<file path="src/rtl/qas_pkg.sv">
package qas_pkg;
  // Register indices (word addresses on the plain port)
  localparam logic [7:0] ADDR_CTRL1 = 8'h00;
  localparam logic [7:0] ADDR_CTRL2 = 8'h01;
  localparam logic [7:0] ADDR_STAT = 8'h02;
  localparam logic [7:0] ADDR_PRESC = 8'h03;
  localparam logic [7:0] ADDR_CMD_BASE = 8'h40;
  localparam logic [7:0] ADDR_RES_BASE = 8'h80;
  // Control register fields
  localparam int CTL_MODE_LSB = 0;
  localparam int CTL_SSE_BIT = 3;
  localparam int CTL_RESUME_BIT = 4;
  localparam int CTL_BQ2_LSB = 8;
  // Queue modes
  localparam logic [2:0] MODE_OFF = 3'h0;
  localparam logic [2:0] MODE_SW_SINGLE = 3'h1;
  localparam logic [2:0] MODE_EXT_SINGLE = 3'h2;
  localparam logic [2:0] MODE_EXT_CONT = 3'h3;
  localparam logic [2:0] MODE_SW_CONT = 3'h4;
  // Command entry layout: [5:0] chan, [7:6] final sample select, [8] bypass, [9] pause
  localparam int CMD_CHAN_LSB = 0;
  localparam int CMD_FSS_LSB = 6;
  localparam int CMD_BYP_BIT = 8;
  localparam int CMD_PAUSE_BIT = 9;
  localparam logic [5:0] END_OF_LIST_CODE = 6'h3f;
  localparam logic [5:0] REFERENCE_LOW_CHANNEL = 6'h3c;
  localparam logic [5:0] REFERENCE_HIGH_CHANNEL = 6'h3d;
  localparam logic [5:0] HALF_ANALOG_SUPPLY_CHANNEL = 6'h3e;
  localparam int NUM_EXT_INPUTS = 16;
  localparam int TABLE_ENTRIES = 40;
  localparam int RESULT_BITS = 10;
  // Timing in converter clocks, then register reset values
  localparam int INIT_SAMPLE_CLKS = 2;
  localparam int TRANSFER_CLKS = 4;
  localparam int BYPASS_MIN_FINAL_CLKS = 4;
  localparam logic [7:0] PRESC_RESET = 8'h17;
  localparam logic [31:0] CTRL_RESET = 32'h0000_0000;
  localparam logic [31:0] BQ2_RESET = 32'h0000_1400;
  // Status bits
  localparam int ST_Q1_DONE = 0;
  localparam int ST_Q1_PAUSE = 1;
  localparam int ST_Q2_DONE = 2;
  localparam int ST_Q2_PAUSE = 3;
  localparam int ST_Q1_OVR = 4;
  localparam int ST_Q2_OVR = 5;
  localparam int ST_Q2_PEND = 6;
  localparam int ST_Q2_SUSP = 7;
  localparam int ST_ACTIVE_LSB = 8;

  typedef struct packed {
    logic pause;
    logic bypass;
    logic [1:0] finalSel;
    logic [5:0] chan;
  } qas_cmd_t;

  typedef struct packed {
    logic sampleInit;
    logic transfer;
    logic sampleFinal;
    logic [RESULT_BITS-1:0] dacCode;
    logic [5:0] chan;
  } qas_afe_t;
endpackage

</file>
<file path="src/rtl/qas_conv_engine.sv">
module qas_conv_engine #(
  parameter int RES_BITS = qas_pkg::RESULT_BITS
) (
  input wire logic clk,
  input wire logic rst,
  input wire logic convTick,
  input wire logic start,
  input wire logic abort,
  input wire qas_pkg::qas_cmd_t cmd,
  input wire logic cmpHigh,
  output qas_pkg::qas_afe_t afe,
  output logic busy,
  output logic done,
  output logic [RES_BITS-1:0] result
);
  initial
  begin
    if (RES_BITS < 2 || RES_BITS > 16)
      $error("RES_BITS out of range");
  end

  typedef enum logic [2:0] {
    QCE_IDLE = 3'b000, QCE_INIT = 3'b001, QCE_XFER = 3'b010,
    QCE_FINAL = 3'b011, QCE_RESOLVE = 3'b100
  } qas_ce_state_t;

  qas_ce_state_t state_reg;
  logic [4:0] count_reg;
  logic [RES_BITS-1:0] sar_reg;
  logic [RES_BITS-1:0] trial_reg;
  logic [5:0] chan_reg;
  logic done_reg;
  logic [4:0] finalLen;

  // Bypass needs at least four final clocks, so the shortest selection is stretched
  always_comb
  begin
    finalLen = 5'(2 << cmd.finalSel);
    if (cmd.bypass && finalLen < 5'(qas_pkg::BYPASS_MIN_FINAL_CLKS))
      finalLen = 5'(qas_pkg::BYPASS_MIN_FINAL_CLKS);
  end

  logic [4:0] finalLen_reg;

  always_ff @(posedge clk or posedge rst)
  begin
    if (rst)
    begin
      state_reg <= QCE_IDLE;
      count_reg <= 5'h0;
      sar_reg <= '0;
      trial_reg <= '0;
      chan_reg <= 6'h0;
      finalLen_reg <= 5'h0;
    end
    else if (abort)
      state_reg <= QCE_IDLE;
    else if (start && state_reg == QCE_IDLE)
    begin
      chan_reg <= cmd.chan;
      finalLen_reg <= finalLen;
      count_reg <= 5'h0;
      sar_reg <= '0;
      trial_reg <= {1'b1, {(RES_BITS-1){1'b0}}};
      // Bypass skips the six clocks of initial sample and transfer
      state_reg <= cmd.bypass ? QCE_FINAL : QCE_INIT;
    end
    else if (convTick)
    begin
      unique case (state_reg)
        QCE_IDLE: ;
        QCE_INIT:
          if (count_reg == 5'(qas_pkg::INIT_SAMPLE_CLKS - 1))
          begin
            count_reg <= 5'h0;
            state_reg <= QCE_XFER;
          end
          else
            count_reg <= count_reg + 5'h1;
        QCE_XFER:
          if (count_reg == 5'(qas_pkg::TRANSFER_CLKS - 1))
          begin
            count_reg <= 5'h0;
            state_reg <= QCE_FINAL;
          end
          else
            count_reg <= count_reg + 5'h1;
        QCE_FINAL:
          if (count_reg == finalLen_reg - 5'h1)
          begin
            count_reg <= 5'h0;
            state_reg <= QCE_RESOLVE;
          end
          else
            count_reg <= count_reg + 5'h1;
        QCE_RESOLVE:
        begin
          // One decision per bit, MSB first; trial bit walks down
          if (!cmpHigh)
            sar_reg <= sar_reg | trial_reg;
          trial_reg <= trial_reg >> 1;
          if (count_reg == 5'(RES_BITS - 1))
            state_reg <= QCE_IDLE;
          else
            count_reg <= count_reg + 5'h1;
        end
        default: state_reg <= QCE_IDLE;
      endcase
    end
  end

  always_ff @(posedge clk or posedge rst)
  begin
    if (rst)
      done_reg <= 1'b0;
    else
      done_reg <= !abort && convTick && state_reg == QCE_RESOLVE
        && count_reg == 5'(RES_BITS - 1);
  end

  assign done = done_reg;
  assign result = sar_reg;
  assign busy = state_reg != QCE_IDLE;
  assign afe.sampleInit = state_reg == QCE_INIT;
  assign afe.transfer = state_reg == QCE_XFER;
  assign afe.sampleFinal = state_reg == QCE_FINAL;
  assign afe.dacCode = sar_reg | trial_reg;
  assign afe.chan = chan_reg;
endmodule // qas_conv_engine

</file>
<file path="src/rtl/qas_sequencer.sv">
module qas_sequencer #(
  parameter int ENTRIES = qas_pkg::TABLE_ENTRIES
) (
  input wire logic clk,
  input wire logic rst,
  input wire logic [7:0] addr,
  input wire logic [31:0] wrData,
  input wire logic wrEn,
  input wire logic rdEn,
  output logic [31:0] rdData,
  input wire logic extTrig1,
  input wire logic extTrig2,
  input wire logic cmpHigh,
  output qas_pkg::qas_afe_t afe,
  output logic [4:0] muxSel,
  output logic refSel
);
  initial
  begin
    if (ENTRIES < 2 || ENTRIES > 63)
      $error("ENTRIES out of range");
  end

  typedef enum logic [1:0] {
    QAS_IDLE = 2'b00, QAS_RUN = 2'b01, QAS_PAUSED = 2'b10, QAS_SUSP = 2'b11
  } qas_qstate_t;

  // Tables; width fixed by the entry layout
  logic [9:0] cmdTable [ENTRIES];
  logic [9:0] resTable [ENTRIES];

  logic [31:0] ctrl1_reg, ctrl2_reg;
  logic [7:0] presc_reg, prescCnt_reg;
  logic convTick;
  qas_qstate_t q1_reg, q2_reg;
  logic [5:0] ptr1_reg, ptr2_reg, cur_reg;
  logic q1Done_reg, q1Pause_reg, q2Done_reg, q2Pause_reg;
  logic q1Ovr_reg, q2Ovr_reg, q2Pend_reg;
  logic ext1_reg, ext2_reg;
  logic convOn_reg, convQ2_reg;
  logic [31:0] rdData_reg;

  function automatic logic [5:0] bq2Of(input logic [31:0] c2);
    bq2Of = c2[qas_pkg::CTL_BQ2_LSB +: 6];
  endfunction

  // Trigger for a queue given its mode and edge of external input
  function automatic logic trigOf(input logic [31:0] c, input logic extEdge);
    logic [2:0] m;
    m = c[qas_pkg::CTL_MODE_LSB +: 3];
    unique case (m)
      qas_pkg::MODE_SW_SINGLE: trigOf = c[qas_pkg::CTL_SSE_BIT];
      qas_pkg::MODE_EXT_SINGLE: trigOf = c[qas_pkg::CTL_SSE_BIT] && extEdge;
      qas_pkg::MODE_EXT_CONT: trigOf = extEdge;
      qas_pkg::MODE_SW_CONT: trigOf = 1'b1;
      default: trigOf = 1'b0;
    endcase
  endfunction

  function automatic logic isCont(input logic [31:0] c);
    isCont = c[qas_pkg::CTL_MODE_LSB +: 3] == qas_pkg::MODE_EXT_CONT
      || c[qas_pkg::CTL_MODE_LSB +: 3] == qas_pkg::MODE_SW_CONT;
  endfunction

  // Converter clock enable from the module clock
  always_ff @(posedge clk or posedge rst)
  begin
    if (rst)
      prescCnt_reg <= 8'h0;
    else if (prescCnt_reg >= presc_reg)
      prescCnt_reg <= 8'h0;
    else
      prescCnt_reg <= prescCnt_reg + 8'h1;
  end
  assign convTick = prescCnt_reg >= presc_reg;

  always_ff @(posedge clk or posedge rst)
  begin
    if (rst)
    begin
      ext1_reg <= 1'b0;
      ext2_reg <= 1'b0;
    end
    else
    begin
      ext1_reg <= extTrig1;
      ext2_reg <= extTrig2;
    end
  end

  // Mode chooses trigger source per queue; an external trigger needs a fresh rising edge after each pause
  logic trig1, trig2;
  assign trig1 = trigOf(ctrl1_reg, extTrig1 && !ext1_reg);
  assign trig2 = trigOf(ctrl2_reg, extTrig2 && !ext2_reg);

  // End of a queue: table end, queue two start (for queue one) or the end code
  logic [5:0] ptrX;
  logic q1Sel, endHit;
  qas_pkg::qas_cmd_t curCmd;
  assign q1Sel = q1_reg == QAS_RUN;
  assign ptrX = q1Sel ? ptr1_reg : ptr2_reg;
  assign curCmd = (ptrX < 6'(ENTRIES)) ? cmdTable[ptrX] : '1;
  assign endHit = ptrX >= 6'(ENTRIES) || (q1Sel && ptrX == bq2Of(ctrl2_reg))
    || curCmd.chan == qas_pkg::END_OF_LIST_CODE;

  logic engBusy, engDone, engStart, engAbort;
  logic [9:0] engResult;
  qas_pkg::qas_cmd_t engCmd;
  logic running;
  assign running = q1Sel || q2_reg == QAS_RUN;
  assign engStart = running && !convOn_reg && !endHit;
  // Queue one trigger pre-empts a running queue two conversion
  assign engAbort = convOn_reg && convQ2_reg && trig1 && q1_reg != QAS_RUN;
  assign engCmd = curCmd;

  qas_conv_engine #(.RES_BITS(qas_pkg::RESULT_BITS)) u_eng (
    .clk(clk),
    .rst(rst),
    .convTick(convTick),
    .start(engStart && !engAbort),
    .abort(engAbort),
    .cmd(engCmd),
    .cmpHigh(cmpHigh),
    .afe(afe),
    .busy(engBusy),
    .done(engDone),
    .result(engResult)
  );

  // Channel codes 0..15 external, three references above
  assign muxSel = afe.chan[4:0];
  assign refSel = afe.chan >= qas_pkg::REFERENCE_LOW_CHANNEL
    && afe.chan <= qas_pkg::HALF_ANALOG_SUPPLY_CHANNEL;

  logic finish, fin1, fin2, endNow, pauseNow;
  assign finish = convOn_reg && engDone;
  assign fin1 = finish && !convQ2_reg;
  assign fin2 = finish && convQ2_reg;
  assign endNow = running && !convOn_reg && endHit;
  assign pauseNow = finish && cmdTable[cur_reg][qas_pkg::CMD_PAUSE_BIT];

  always_ff @(posedge clk or posedge rst)
  begin
    if (rst)
    begin
      convOn_reg <= 1'b0;
      convQ2_reg <= 1'b0;
      cur_reg <= 6'h0;
    end
    else if (engAbort || finish)
      convOn_reg <= 1'b0;
    else if (engStart)
    begin
      convOn_reg <= 1'b1;
      convQ2_reg <= !q1Sel;
      cur_reg <= ptrX;
    end
  end

  always_ff @(posedge clk)
  begin
    if (finish)
      resTable[cur_reg] <= engResult;
  end

  // Queue one: start, pause, completion
  logic q1Starts;
  assign q1Starts = trig1 && q1_reg != QAS_RUN
    && !(q1_reg == QAS_IDLE && q1Done_reg && !isCont(ctrl1_reg)
    && ctrl1_reg[qas_pkg::CTL_MODE_LSB +: 3] != qas_pkg::MODE_SW_SINGLE
    && !ctrl1_reg[qas_pkg::CTL_SSE_BIT]);
  always_ff @(posedge clk or posedge rst)
  begin
    if (rst)
    begin
      q1_reg <= QAS_IDLE;
      ptr1_reg <= 6'h0;
    end
    else if (ctrl1_reg[qas_pkg::CTL_MODE_LSB +: 3] == qas_pkg::MODE_OFF)
      q1_reg <= QAS_IDLE;
    else if (q1Sel && endNow)
    begin
      q1_reg <= QAS_IDLE;
      ptr1_reg <= 6'h0;
    end
    else if (fin1)
    begin
      ptr1_reg <= ptr1_reg + 6'h1;
      if (pauseNow)
        q1_reg <= QAS_PAUSED;
    end
    else if (q1Starts)
    begin
      q1_reg <= QAS_RUN;
      if (q1_reg == QAS_IDLE)
        ptr1_reg <= 6'h0;
    end
  end

  // Queue two arbitration
  logic q1Yields, q2Blocked, q2Starts;
  assign q1Yields = q1_reg != QAS_RUN && !q1Starts;
  assign q2Blocked = q1_reg == QAS_RUN || q1Starts;
  assign q2Starts = (trig2 || q2Pend_reg) && q2_reg != QAS_RUN && q2_reg != QAS_SUSP;
  always_ff @(posedge clk or posedge rst)
  begin
    if (rst)
    begin
      q2_reg <= QAS_IDLE;
      ptr2_reg <= 6'h0;
    end
    else if (ctrl2_reg[qas_pkg::CTL_MODE_LSB +: 3] == qas_pkg::MODE_OFF)
      q2_reg <= QAS_IDLE;
    else if (engAbort || (q2_reg == QAS_RUN && q1Starts))
      q2_reg <= QAS_SUSP;
    else if (!q1Sel && q2_reg == QAS_RUN && endNow)
      q2_reg <= QAS_IDLE;
    else if (fin2)
    begin
      ptr2_reg <= ptr2_reg + 6'h1;
      if (pauseNow)
        q2_reg <= QAS_PAUSED;
    end
    else if (q2_reg == QAS_SUSP && q1Yields)
    begin
      q2_reg <= QAS_RUN;
      if (!ctrl2_reg[qas_pkg::CTL_RESUME_BIT])
        ptr2_reg <= bq2Of(ctrl2_reg);
    end
    else if (q2Starts && !q2Blocked)
    begin
      q2_reg <= QAS_RUN;
      if (q2_reg == QAS_IDLE)
        ptr2_reg <= bq2Of(ctrl2_reg);
    end
  end

  // Sticky status; hardware set wins over software clear
  logic stWr;
  logic [31:0] clr;
  assign stWr = wrEn && addr == qas_pkg::ADDR_STAT;
  assign clr = stWr ? wrData : 32'h0;
  always_ff @(posedge clk or posedge rst)
  begin
    if (rst)
    begin
      q1Done_reg <= 1'b0;
      q1Pause_reg <= 1'b0;
      q2Done_reg <= 1'b0;
      q2Pause_reg <= 1'b0;
      q1Ovr_reg <= 1'b0;
      q2Ovr_reg <= 1'b0;
      q2Pend_reg <= 1'b0;
    end
    else
    begin
      q1Done_reg <= (q1Sel && endNow) || (q1Done_reg && !clr[qas_pkg::ST_Q1_DONE]);
      q2Done_reg <= (!q1Sel && endNow) || (q2Done_reg && !clr[qas_pkg::ST_Q2_DONE]);
      q1Pause_reg <= (fin1 && pauseNow) || (q1Pause_reg && !clr[qas_pkg::ST_Q1_PAUSE]);
      q2Pause_reg <= (fin2 && pauseNow) || (q2Pause_reg && !clr[qas_pkg::ST_Q2_PAUSE]);
      // Software single-scan never reports overrun
      q1Ovr_reg <= (trig1 && q1_reg == QAS_RUN
        && ctrl1_reg[qas_pkg::CTL_MODE_LSB +: 3] != qas_pkg::MODE_SW_SINGLE
        && ctrl1_reg[qas_pkg::CTL_MODE_LSB +: 3] != qas_pkg::MODE_SW_CONT)
        || (q1Ovr_reg && !clr[qas_pkg::ST_Q1_OVR]);
      q2Ovr_reg <= (trig2 && (q2Pend_reg || q2_reg == QAS_SUSP
        || q2_reg == QAS_RUN)
        && ctrl2_reg[qas_pkg::CTL_MODE_LSB +: 3] != qas_pkg::MODE_SW_SINGLE
        && ctrl2_reg[qas_pkg::CTL_MODE_LSB +: 3] != qas_pkg::MODE_SW_CONT)
        || (q2Ovr_reg && !clr[qas_pkg::ST_Q2_OVR]);
      if (q2Starts && q2Blocked && q2_reg != QAS_SUSP)
        q2Pend_reg <= 1'b1;
      else if ((q2Starts && !q2Blocked) || clr[qas_pkg::ST_Q2_PEND])
        q2Pend_reg <= 1'b0;
    end
  end

  // Control registers; single-scan enable self-clears at end of queue
  always_ff @(posedge clk or posedge rst)
  begin
    if (rst)
    begin
      ctrl1_reg <= qas_pkg::CTRL_RESET;
      ctrl2_reg <= qas_pkg::BQ2_RESET;
      presc_reg <= qas_pkg::PRESC_RESET;
    end
    else
    begin
      if (wrEn && addr == qas_pkg::ADDR_CTRL1)
        ctrl1_reg <= wrData;
      // Kept through pauses, else a paused single-scan queue could never resume
      else if (q1Sel && endNow)
        ctrl1_reg[qas_pkg::CTL_SSE_BIT] <= 1'b0;
      if (wrEn && addr == qas_pkg::ADDR_CTRL2)
        ctrl2_reg <= wrData;
      else if (!q1Sel && endNow)
        ctrl2_reg[qas_pkg::CTL_SSE_BIT] <= 1'b0;
      if (wrEn && addr == qas_pkg::ADDR_PRESC)
        presc_reg <= wrData[7:0];
    end
  end

  always_ff @(posedge clk)
  begin
    if (wrEn && addr >= qas_pkg::ADDR_CMD_BASE
      && addr < qas_pkg::ADDR_CMD_BASE + 8'(ENTRIES))
      cmdTable[6'(addr - qas_pkg::ADDR_CMD_BASE)] <= wrData[9:0];
  end

  function automatic logic q2Susp(input qas_qstate_t s);
    q2Susp = s == QAS_SUSP;
  endfunction

  logic [31:0] rdNext;
  always_comb
  begin
    rdNext = 32'h0;
    if (addr == qas_pkg::ADDR_CTRL1)
      rdNext = ctrl1_reg & ~(32'h1 << qas_pkg::CTL_SSE_BIT);
    else if (addr == qas_pkg::ADDR_CTRL2)
      rdNext = ctrl2_reg & ~(32'h1 << qas_pkg::CTL_SSE_BIT);
    else if (addr == qas_pkg::ADDR_PRESC)
      rdNext = {24'h0, presc_reg};
    else if (addr == qas_pkg::ADDR_STAT)
      rdNext = {20'h0, q2_reg, q1_reg, q2Susp(q2_reg), q2Pend_reg, q2Ovr_reg,
        q1Ovr_reg, q2Pause_reg, q2Done_reg, q1Pause_reg, q1Done_reg};
    else if (addr >= qas_pkg::ADDR_CMD_BASE && addr < qas_pkg::ADDR_CMD_BASE + 8'(ENTRIES))
      rdNext = {22'h0, cmdTable[6'(addr - qas_pkg::ADDR_CMD_BASE)]};
    else if (addr >= qas_pkg::ADDR_RES_BASE && addr < qas_pkg::ADDR_RES_BASE + 8'(ENTRIES))
      rdNext = {22'h0, resTable[6'(addr - qas_pkg::ADDR_RES_BASE)]};
  end

  always_ff @(posedge clk or posedge rst)
  begin
    if (rst)
      rdData_reg <= 32'h0;
    else if (rdEn)
      rdData_reg <= rdNext;
    else
      rdData_reg <= 32'h0;
  end
  assign rdData = rdData_reg;
endmodule // qas_sequencer

</file>
<file path="config.mk">
export PLATFORM = sky130hd
export DESIGN_NAME = qas_sequencer
export DESIGN_NICKNAME = d
export VERILOG_FILES = /design/src/rtl/qas_pkg.sv /design/src/rtl/qas_conv_engine.sv /design/src/rtl/qas_sequencer.sv
export SDC_FILE = /design/constraint.sdc
export NUM_CORES = 1
export LEC_CHECK = 0
export ABC_AREA = 1
export BUFFER_PORTS_ARGS = -buffer_cell sky130_fd_sc_hd__buf_2
export CAP_MARGIN = 0
export CORE_UTILIZATION = 30
export CTS_CLUSTER_SIZE = 40
export DETAILED_ROUTE_END_ITERATION = 10
export HOLD_SLACK_MARGIN = 0.03
export SETUP_SLACK_MARGIN = 0.3
export SLEW_MARGIN = 10
export SYNTH_ARGS = -nofsm -noshare
export SYNTH_HDL_FRONTEND = slang
export SYNTH_SLANG_ARGS = --single-unit
</file>
<file path="constraint.sdc">
create_clock -name clk -period 5.1 [get_ports clk]
set_input_delay 0.255 -clock clk [delete_from_list [all_inputs] [get_ports clk]]
set_output_delay 0.255 -clock clk [all_outputs]
set_load 0.02 [all_outputs]
</file>
-- Word level (Yosys, flattened, before mapping)
Memory sizes are Yosys's and may differ from the RTL's.
Cells that the tools add are included.
- register bits after elaboration: 185
- bits in latches: 0
- bits in writable memories: 800
- bits in read-only memories: 0
- input port bits: 47
- logic and storage cells: 294
- memories: 2
- add/subtract/negate cells: 7
- multipliers: 0
- div/mod/pow operators: 0
- magnitude comparators: 10
- eq/ne operators: 41
- shifts and indexed selects: 1
- mux-type cells: 69
- bitwise gates (word level): 7
- reductions and logical operators: 127
- memories (memory ; depth ; width ; read ports ; clocked after Yosys merged registers in ; wr ports ; line ; source):
    cmdTable ; 40 ; 10 ; 3 ; 0 ; 1 ; qas_sequencer.sv:29 ; logic [9:0] cmdTable [ENTRIES];
    resTable ; 40 ; 10 ; 1 ; 0 ; 1 ; qas_sequencer.sv:30 ; logic [9:0] resTable [ENTRIES];
- operator list (operator ; count):
    two-way mux 32 bit ; 3
    two-way mux 10 bit ; 9
    logical AND 1 bit ; 62
    two-way mux 6 bit ; 10
    two-way mux 5 bit ; 7
    two-way mux 12 bit ; 2
    two-way mux 2 bit ; 12
    two-way mux 3 bit ; 7
    one-hot mux 5 bit (4 select lines) ; 1
    == test 3 x 2 -> 1 bit (second input constant) ; 6
    logical NOT 1 bit ; 18
    logical OR 1 bit ; 17
    == test 8 x 2 -> 1 bit (second input constant) ; 2
    != test 4 x 1 -> 1 bit (second input constant) ; 4
    one-hot mux 3 bit (5 select lines) ; 1
    nonzero test 3 bit ; 5
    adder 6 x 1 -> 6 bit (second input constant) ; 2
    greater-or-equal comparator 6 bit (second input constant) ; 2
    two-way mux 1 bit ; 12
    != test 3 bit (second input constant) ; 4
    AND reduction 6 bit ; 2
    nonzero test 2 bit ; 6
    subtractor 6 x 1 -> 6 bit (second input constant) ; 2
    OR 10 bit ; 1
    other kinds (43) ; 65

-- Logic depth before layout (Yosys ltp)
Gate-level depths: netlist of run 1.
- depth in word-level cells: 17
- gate-level depth with buffers: 23
- gate-level depth less buffers: 22

-- Modules after synthesis
Synthesis of run 1 repeated with hierarchy kept, for this count alone.
- cell total of the unflattened synthesis: 3989
- area, all modules: 43225.2 µm²
- by module, submodules not included (module ; instances ; cells an instance ; area an instance (µm²) ; sequential area each (µm²)):
    qas_sequencer ; 1 ; 3719 ; 41040.6 ; 27659.0
    qas_conv_engine ; 1 ; 270 ; 2184.6 ; 975.9

-- Worst setup path before layout of run 1
No wires, ideal clock.
- kind: flip-flop to flip-flop
- start point: reg presc_reg[1]
- end point: reg u_eng.sar_reg[0], in the netlist u_eng.result[0]
- library setup time: 0.063 ns
- data arrival time: 2.537 ns
- data required time: 5.037 ns
- path slack: 2.500 ns
- stages on the path, launching flop included: 17
- path buffers: 1
- cells stage by stage: dfstp_2 -> inv_1 -> ha_1 -> o21ai_0 -> a21boi_0 -> o21ai_0 -> nand2_1 -> nand3_1 -> nand2_1 -> a21oi_1 -> o21bai_1 -> nand3_1 -> or2_2 -> clkbuf_2 -> o21ai_0 -> nand2_1 -> inv_1
- word-level cells in the longest chain between the ends: 3
- ends and longest elaborated chain (item ; line ; source):
    from (decl) ; qas_sequencer.sv:33 ; logic [7:0] presc_reg, prescCnt_reg;
    from (signal assigned) ; qas_sequencer.sv:285 ; presc_reg <= qas_pkg::PRESC_RESET;
    from (signal assigned) ; qas_sequencer.sv:299 ; presc_reg <= wrData[7:0];
    greater-or-equal comparator 8 bit ; qas_sequencer.sv:75 ; assign convTick = prescCnt_reg >= presc_reg;
    nonzero test 2 bit (no source line) ; - ;
    AND reduction 4 bit (no source line) ; - ;
    to (signal assigned) ; qas_conv_engine.sv:100 ; sar_reg <= sar_reg | trial_reg;
    to (decl) ; qas_conv_engine.sv:29 ; logic [RES_BITS-1:0] sar_reg;
No other way between the ends.
A chain may end at the register's enable or synchronous reset.

-- Final worst setup path of run 1
- start point: reg q1_reg[1]
- end point: reg u_eng.finalLen_reg[2]
- word-level cells in the longest chain between the ends: 11
- elaborated cells between the ends (all ways): 26
- classes of those cells: order compare: 3; eq/ne: 4; shift: 1; mux: 3; bitwise: 1; reduce/logical: 13; memory: 1
- ends and longest elaborated chain (item ; line ; source):
    from (decl) ; qas_sequencer.sv:35 ; qas_qstate_t q1_reg, q2_reg;
    from (signal assigned) ; qas_sequencer.sv:176 ; q1_reg <= QAS_IDLE;
    from (signal assigned) ; qas_sequencer.sv:180 ; q1_reg <= QAS_IDLE;
    from (signal assigned) ; qas_sequencer.sv:183 ; q1_reg <= QAS_IDLE;
    parallel branches: the longest is 11 deep, another holds memory read (40 x 10 bit) ; - ;
    to (signal assigned) ; qas_conv_engine.sv:61 ; finalLen_reg <= finalLen;
    to (decl) ; qas_conv_engine.sv:43 ; logic [4:0] finalLen_reg;
Parallel ways; which one is timed is not known.

==> results of run 1 <==
[worst paths after layout]
kind | cells after the start | endpoint | slack, ps
max | 13 | u_eng.finalLen_reg[2] | 850
min in group asynchronous | 4 | u_eng.result[6] | 250
max in group asynchronous | 4 | ptr1_reg[3] | 3900
min | 3 | ctrl2_reg[4] | 100
max reg2reg | 13 | u_eng.finalLen_reg[2] | 850
min reg2reg | 2 | ctrl1_reg[8] | 480
[cells in the final DEF, fill, tap and decap left out, types with 66 or more instances in the layout]
cell type / netlist / layout
nor2_1: 213 / 209
clkbuf_16: 0 / 100
nand2_1: 863 / 859
buf_2: 37 / 103
dfrtp_1: 178 / 178
edfxtp_1: 800 / 800
inv_1: 398 / 397
o21ai_0: 239 / 239
o22ai_1: 169 / 169
nand3_1: 288 / 282
buf_4: 10 / 111
nand4_1: 66 / 66
[cell type report]
cell class	instances	area share (%)
clock buffer	128	5.358
clock inverter	54	0.9303
inverter	417	3.188
multi-input combinational	2275	23.67
sequential	984	58.17
tap	1890	4.804
timing repair buffer	256	3.879
[power by group through the flow]
stage	Clock (mW)	Combinational, mW	Sequential (mW)
6_report	7.10	3.48	8.96
5_1_grt	7.47	3.74	8.98
4_1_cts	7.17	3.40	8.96
3_5_place_dp	0	3.37	9.12
3_3_place_gp	0	3.34	9.12
2_1_floorplan	0	2.18	9.08
[synth_stat cells (all sizes together), types with 7 or more instances]
library cell | n | area share (%)
o41ai | 40 | 0.82
nor2 | 215 | 1.9
o22ai | 169 | 2.5
o31ai | 7 | 0.13
buf | 84 | 1.2
o221ai | 36 | 0.74
o211ai | 27 | 0.49
ha | 14 | 0.41
or2 | 8 | 0.12
nand2 | 873 | 7.8
nand3 | 289 | 3.4
edfxtp | 800 | 56
a221oi | 41 | 0.84
xor2 | 13 | 0.27
a22oi | 55 | 0.97
a22o | 23 | 0.47
inv | 407 | 3.6
a21oi | 65 | 0.79
o21ai | 249 | 3.0
clkbuf | 123 | 1.1
dfrtp | 178 | 10
nand4 | 67 | 1.0
nor3 | 27 | 0.32
o2111ai | 8 | 0.16
clkinv | 10 | 0.088
[cells by family after synthesis]
family	Yosys count
compound gates	746
xor+xnor	17
fa+ha+maj	14
buf+inv	624
flops	984
mux	1
simple gates	1497
[worst max-delay path: cells and delay by family, from the launching register on]
kind | cells | cell delay [ps]
buffers and inverters | 2 | 500
AO/OA/AOI/OAI | 4 | 530
AND/OR/NAND/NOR | 7 | 2590
flip-flops | 1 | 430
[routing by layer]
| layer | part of all wire (%) | GRT usage, % | vias to the layer above |
|---|---|---|---|
| met2 | 45 | 29.28 | 1778 |
| met5 | 0.029 | 0 | - |
| met4 | 4.6 | 7.981 | 6 |
| met3 | 10 | 4.375 | 402 |
| met1 | 40 | 24.78 | 15583 |
| li1 | - | - | 14120 |
[what timing repair did]
item | 4_1_cts | 5_1_grt
endpoints found under the hold margin | 251 | 0
setup buffers | 0 | 0
hold buffers | 28 | 0
==> results.ini, run 1 <==
[clock_tree]
cts_tree=yes
clock_latency_ps=710
cts_resized=0
clock_sinks=984
clock_path_buffers=3
cts-root-buf=clkbuf_16
h-tree-depth=3
clk_pin_slew_ps=60
cts_made_buffers=98

[finish]
seqCellArea_um2=28640
antennaDiodeCount=0
nFillCells=13834
nets=4093
stdcell_area_um2=49220
drive_above_1_share_pct=10.57
area_growth_syn_to_layout_pct=15.22
layout.cells.non_filler=6004
fin_util_pct=34.81
top_regs=cmdTable x400, resTable x400
multi_input_area_um2=11650

[timing]
slew_violations=0
fmax_mhz=235.0
rsz0062_at_grt=false
holdWs_ps=99.63
setup-violations-final=0
fin_crit_sh_pct=83.43
finalHoldViolCount=0
setup_slack_ps=845.1
skew_ps=36.39
tightest_slew_ps=1234
max_slew_margin_pct=17.43
layout_min_cycle_time_ps=4255
setup_tns_ps=0

[synth]
yosysSeqAreaShare_pct=67.03
syn_nets=3944
synthesis.area_um2=42720
synth_xor_area_share_pct=0.3485
yosysWarnings=0
synthAdderAreaFrac_pct=0.4100
syn-instance-count=3883
synthMuxAreaShare_pct=0.02343
synth_cell_types=61
synthSimpleGateAreaFrac_pct=14.80
yosys_most_used_dff=edfxtp_1
synth_seq_cells=984
synth_top_family_by_area=simple AND/OR/NAND/NOR gates
synth_compound_area_share_pct=11.41
avgSynthCellArea_um2=11.00
synth-edff-count=800
synth-async-reset-ratio_pct=18.70

[floorplanning]
die_width_um=379.4
start_util_pct=30.21
dieArea_um2=143900
pin_count=104
core_area_um2=141400
rows=138
fp.dieH_um=379.4

[detailed_routing]
ant_nets=0
route.detailed.drc=0
num_vias=31889
routed_via_density=5.311
post_drt_wl_per_cell_um=22.94
routed_wl_um=137700
drt_first_iter_violations=4151
drt_pass1_iterations=9

[grt]
grt_pass1_wl_um=199400
grt.total_usage_pct=18.72
grt_pass1_vias=30045
antenna_found_initial=11
grt_max_degree=185
overflow=0

[power_and_ir_drop]
switching_power_mw=5.850
power.leakage_nw=18.75
swShare_pct=29.93
vdd_drop_max_v=0.0003160
clkPwrFrac_pct=36.3
p_comb_share_pct=17.8
pwr-share-seq_pct=45.9
power.total_mw=19.54
p_per_area_nw_per_um2=397.0
p_int_mw=13.69

[critical_path]
reg2reg_from=q1_reg[1]
worstPathMaxFanout=80
critPathKind=register to register
cp.arrival_ps=4840
required_ps=5680
cp_common_cell=o21ai_0
crit_path_start=q1_reg[1]
cp_slowest_cell=nor3_1
path_cells=inv_2, nand2_4, nand2_2, nand2_8, buf_4, o21ai_0, o221ai_1, nand3_1, a21oi_1, nor3_1, nand4_1, nand3b_1, o21ai_0
worstSetupEndpointType=register
critPathLaunchType=register
cpPeakStageDelay_ps=830

[placed_design]
dp_slack_ps=1002
finalWeightedCongestion=0.9385
dp_hpwl_um=84640
numPortBuffers=103
placed_cells=5794
place_area_um2=45850

[outcome]
status=completed

[worst_hold_path]
hold_path_class=input port to register
worstHoldStart=wrEn

[job]
maxCapViolCount=0

(Power assumes the default switching activity.)
==> inputs of run 2 (changes only) <==
--- a/config.mk
+++ b/config.mk
@@ -5,7 +5,7 @@
 export SDC_FILE = /design/constraint.sdc
 export NUM_CORES = 1
 export LEC_CHECK = 0
-export ABC_AREA = 1
+export ABC_AREA = 0
 export BUFFER_PORTS_ARGS = -buffer_cell sky130_fd_sc_hd__buf_2
 export CAP_MARGIN = 0
 export CORE_UTILIZATION = 30
==> constraint.sdc (replaced) <==
create_clock -name clk -period 3.8 [get_ports clk]
set_input_delay 0.19 -clock clk [delete_from_list [all_inputs] [get_ports clk]]
set_output_delay 0.19 -clock clk [all_outputs]
set_load 0.02 [all_outputs]
==> results.ini, run 2 <==
[synth]
synth_top_family_by_area=compound AO/OA/AOI/OAI gates
synthAdderAreaFrac_pct=0.4221  ; +0.012 points
synthesis.area_um2=41500  ; -2.9%
synth_xor_area_share_pct=0.3799  ; +0.031 points
synth_seq_cells=984  ; unchanged
synth_cell_types=92  ; +51%
syn_nets=3055  ; -23%
avgSynthCellArea_um2=13.86  ; +26%
synth-edff-count=800  ; unchanged
syn-instance-count=2994  ; -23%
yosysSeqAreaShare_pct=69.00  ; +2.0 points
yosysTopAreaCellShare_pct=57.88  ; +1.7 points
synth_commonest_cells=edfxtp_1, nand2_1, nor2_1
yosysTopAreaCell=edfxtp_1
synth_area_leaders=edfxtp_1, dfrtp_1, a22oi_1
synth_compound_area_share_pct=13.48  ; +2.1 points
synthSimpleGateAreaFrac_pct=8.456  ; -6.3 points
synthMuxAreaShare_pct=5.674  ; +5.7 points
synth-async-reset-ratio_pct=18.70  ; unchanged
post-synth-top-count-cell=edfxtp_1
yosys_most_used_dff=edfxtp_1
yosysWarnings=0  ; unchanged

[detailed_routing]
routed_wl_um=142900  ; +3.8%
ant_nets=0  ; unchanged
post_drt_wl_per_cell_um=27.14  ; +18%
routed_via_density=5.777  ; +8.8%
num_vias=30422  ; -4.6%
route.detailed.drc=0  ; unchanged
drt_first_iter_violations=4082  ; -1.7%
drt_pass1_iterations=8  ; -1

[power_and_ir_drop]
p_per_area_nw_per_um2=528.2  ; +33%
power.total_mw=26.91  ; +38%
power.leakage_nw=18.35  ; -2.1%
vdd_drop_max_v=0.0003593  ; +14%

[placed_design]
placed_cells=4991  ; -14%
place_area_um2=46110  ; +0.57%
dp_slack_ps=-50.04  ; -1052 ps
finalWeightedCongestion=0.9463  ; +0.83%
dp_hpwl_um=93320  ; +10%
numPortBuffers=103  ; unchanged

[timing]
skew_ps=50.41  ; +14.01 ps
rsz0062_at_grt=true
max_slew_margin_pct=23.62  ; +6.2 points
slew_violations=0  ; unchanged
tightest_slew_ps=1146  ; -88.21 ps
layout_min_cycle_time_ps=3621  ; -633.8 ps
finalHoldViolCount=0  ; unchanged
setup-violations-final=0  ; unchanged
setup_slack_ps=179.0  ; -666.2 ps
setup_tns_ps=0  ; unchanged
holdWs_ps=75.49  ; -24.15 ps
fin_crit_sh_pct=95.29  ; +12 points
fmax_mhz=276.2  ; +18%

[clock_tree]
cts_tree=yes
h-tree-depth=3  ; unchanged
clock_sinks=984  ; unchanged
cts-root-buf=clkbuf_16
clock_latency_ps=740  ; +30 ps
clock_path_buffers=3  ; unchanged
clk_pin_slew_ps=70  ; about the same
cts_made_buffers=100  ; +2.0%

[job]
maxCapViolCount=0  ; unchanged

[floorplanning]
core_area_um2=137300  ; -2.9%
fp.dieH_um=373.9  ; -1.4%
pin_count=104  ; unchanged
dieArea_um2=139800  ; -2.8%
start_util_pct=30.22  ; about the same
rows=136  ; -1.4%
die_width_um=373.9  ; -1.4%

[grt]
grt_pass1_vias=29233  ; -2.7%
grt_pass1_wl_um=205100  ; +2.8%
grt.total_usage_pct=19.79  ; +1.1 points
antenna_found_initial=10  ; -1
overflow=0  ; unchanged
grt_max_degree=97  ; -48%

[critical_path]
cp.arrival_ps=4300  ; -540 ps
critPathKind=register to register
required_ps=4470  ; -1210 ps
worstPathMaxFanout=8  ; -90%
critPathLaunchType=register
worstSetupEndpointType=register

[finish]
top_regs=cmdTable x400, resTable x400
antennaDiodeCount=0  ; unchanged
fin_util_pct=37.10  ; +2.3 points
area_growth_syn_to_layout_pct=22.76
final_common_cell=edfxtp_1
final_cell_mix=edfxtp_1, buf_4, nand2_1, nor2_1, o22ai_1
drive_above_1_share_pct=24.77  ; +14 points
layout.cells.non_filler=5266  ; -12%
nets=3445  ; -16%
stdcell_area_um2=50950  ; +3.5%

[worst_hold_path]
hold_path_class=input port to register

[outcome]
status=completed

## run 2: cell type report
class                      count  area (um2)
fill                       12869       86380
sequential                   984       28640
multi-input combinational   1757       12300
timing repair buffer         496        4164
clock buffer                 131        2684
tap                         1794        2245
clock inverter                59       744.5
inverter                      45       172.7
## run 2: logic make-up after synthesis
kind of cell | count (synthesis)
multiplexers | 185
adder cells (fa/ha/maj) | 14
flip-flops | 984
AND/OR/NAND/NOR | 749
buffers and inverters | 255
XOR/XNOR | 18
AO/OA/AOI/OAI | 789
## run 2: worst max-delay path, stage by stage (launching register included)
cell and delay (ps):
dfrtp_1 380, and2b_4 310, mux2i_4 260, buf_12 160
buf_12 140, buf_16 120, buf_4 120, mux2i_2 310
o22ai_1 150, o22ai_1 370, a32oi_2 130, o211a_4 210
a211oi_4 280, buf_12 180, buf_12 130, buf_12 140
a211o_1 130
## run 2: metal layers
metal | global-route usage, % | vias up | share of wire, %
li1 | - | 12675 | -
met1 | 26.00 | 15327 | 39
met2 | 30.92 | 1974 | 46
met3 | 4.956 | 434 | 11
met4 | 8.549 | 12 | 4.8
met5 | 0 | - | 0.044
## run 2: path summary, 6_finish.rpt
path	slack (ps)	depth (start not counted)	end	from
max reg2reg	180	16	u_eng.state_reg[1]	q1_reg[1]
min reg2reg	490	2	q1Pause_reg	q1Pause_reg
max	180	16	u_eng.state_reg[1]	q1_reg[1]
min	80	1	cmdTable[32][9]	wrData[9]
max in group asynchronous	2600	4	q1Ovr_reg	rst
min in group asynchronous	190	3	ctrl2_reg[16]	rst
## run 2: timing repair
item,CTS,global route
hold buffers,28,0
resized for setup,43,71
setup buffers,29,17
gates cloned,6,5
pin swaps,12,19
setup endpoints to repair,57,57
endpoints found under the hold margin,132,0
## run 2: where the power goes
group,internal (mW),switching [mW]
Sequential,11.9,0.225
Combinational,1.75,2.75
Clock,5.80,4.44
Total,19.5,7.42
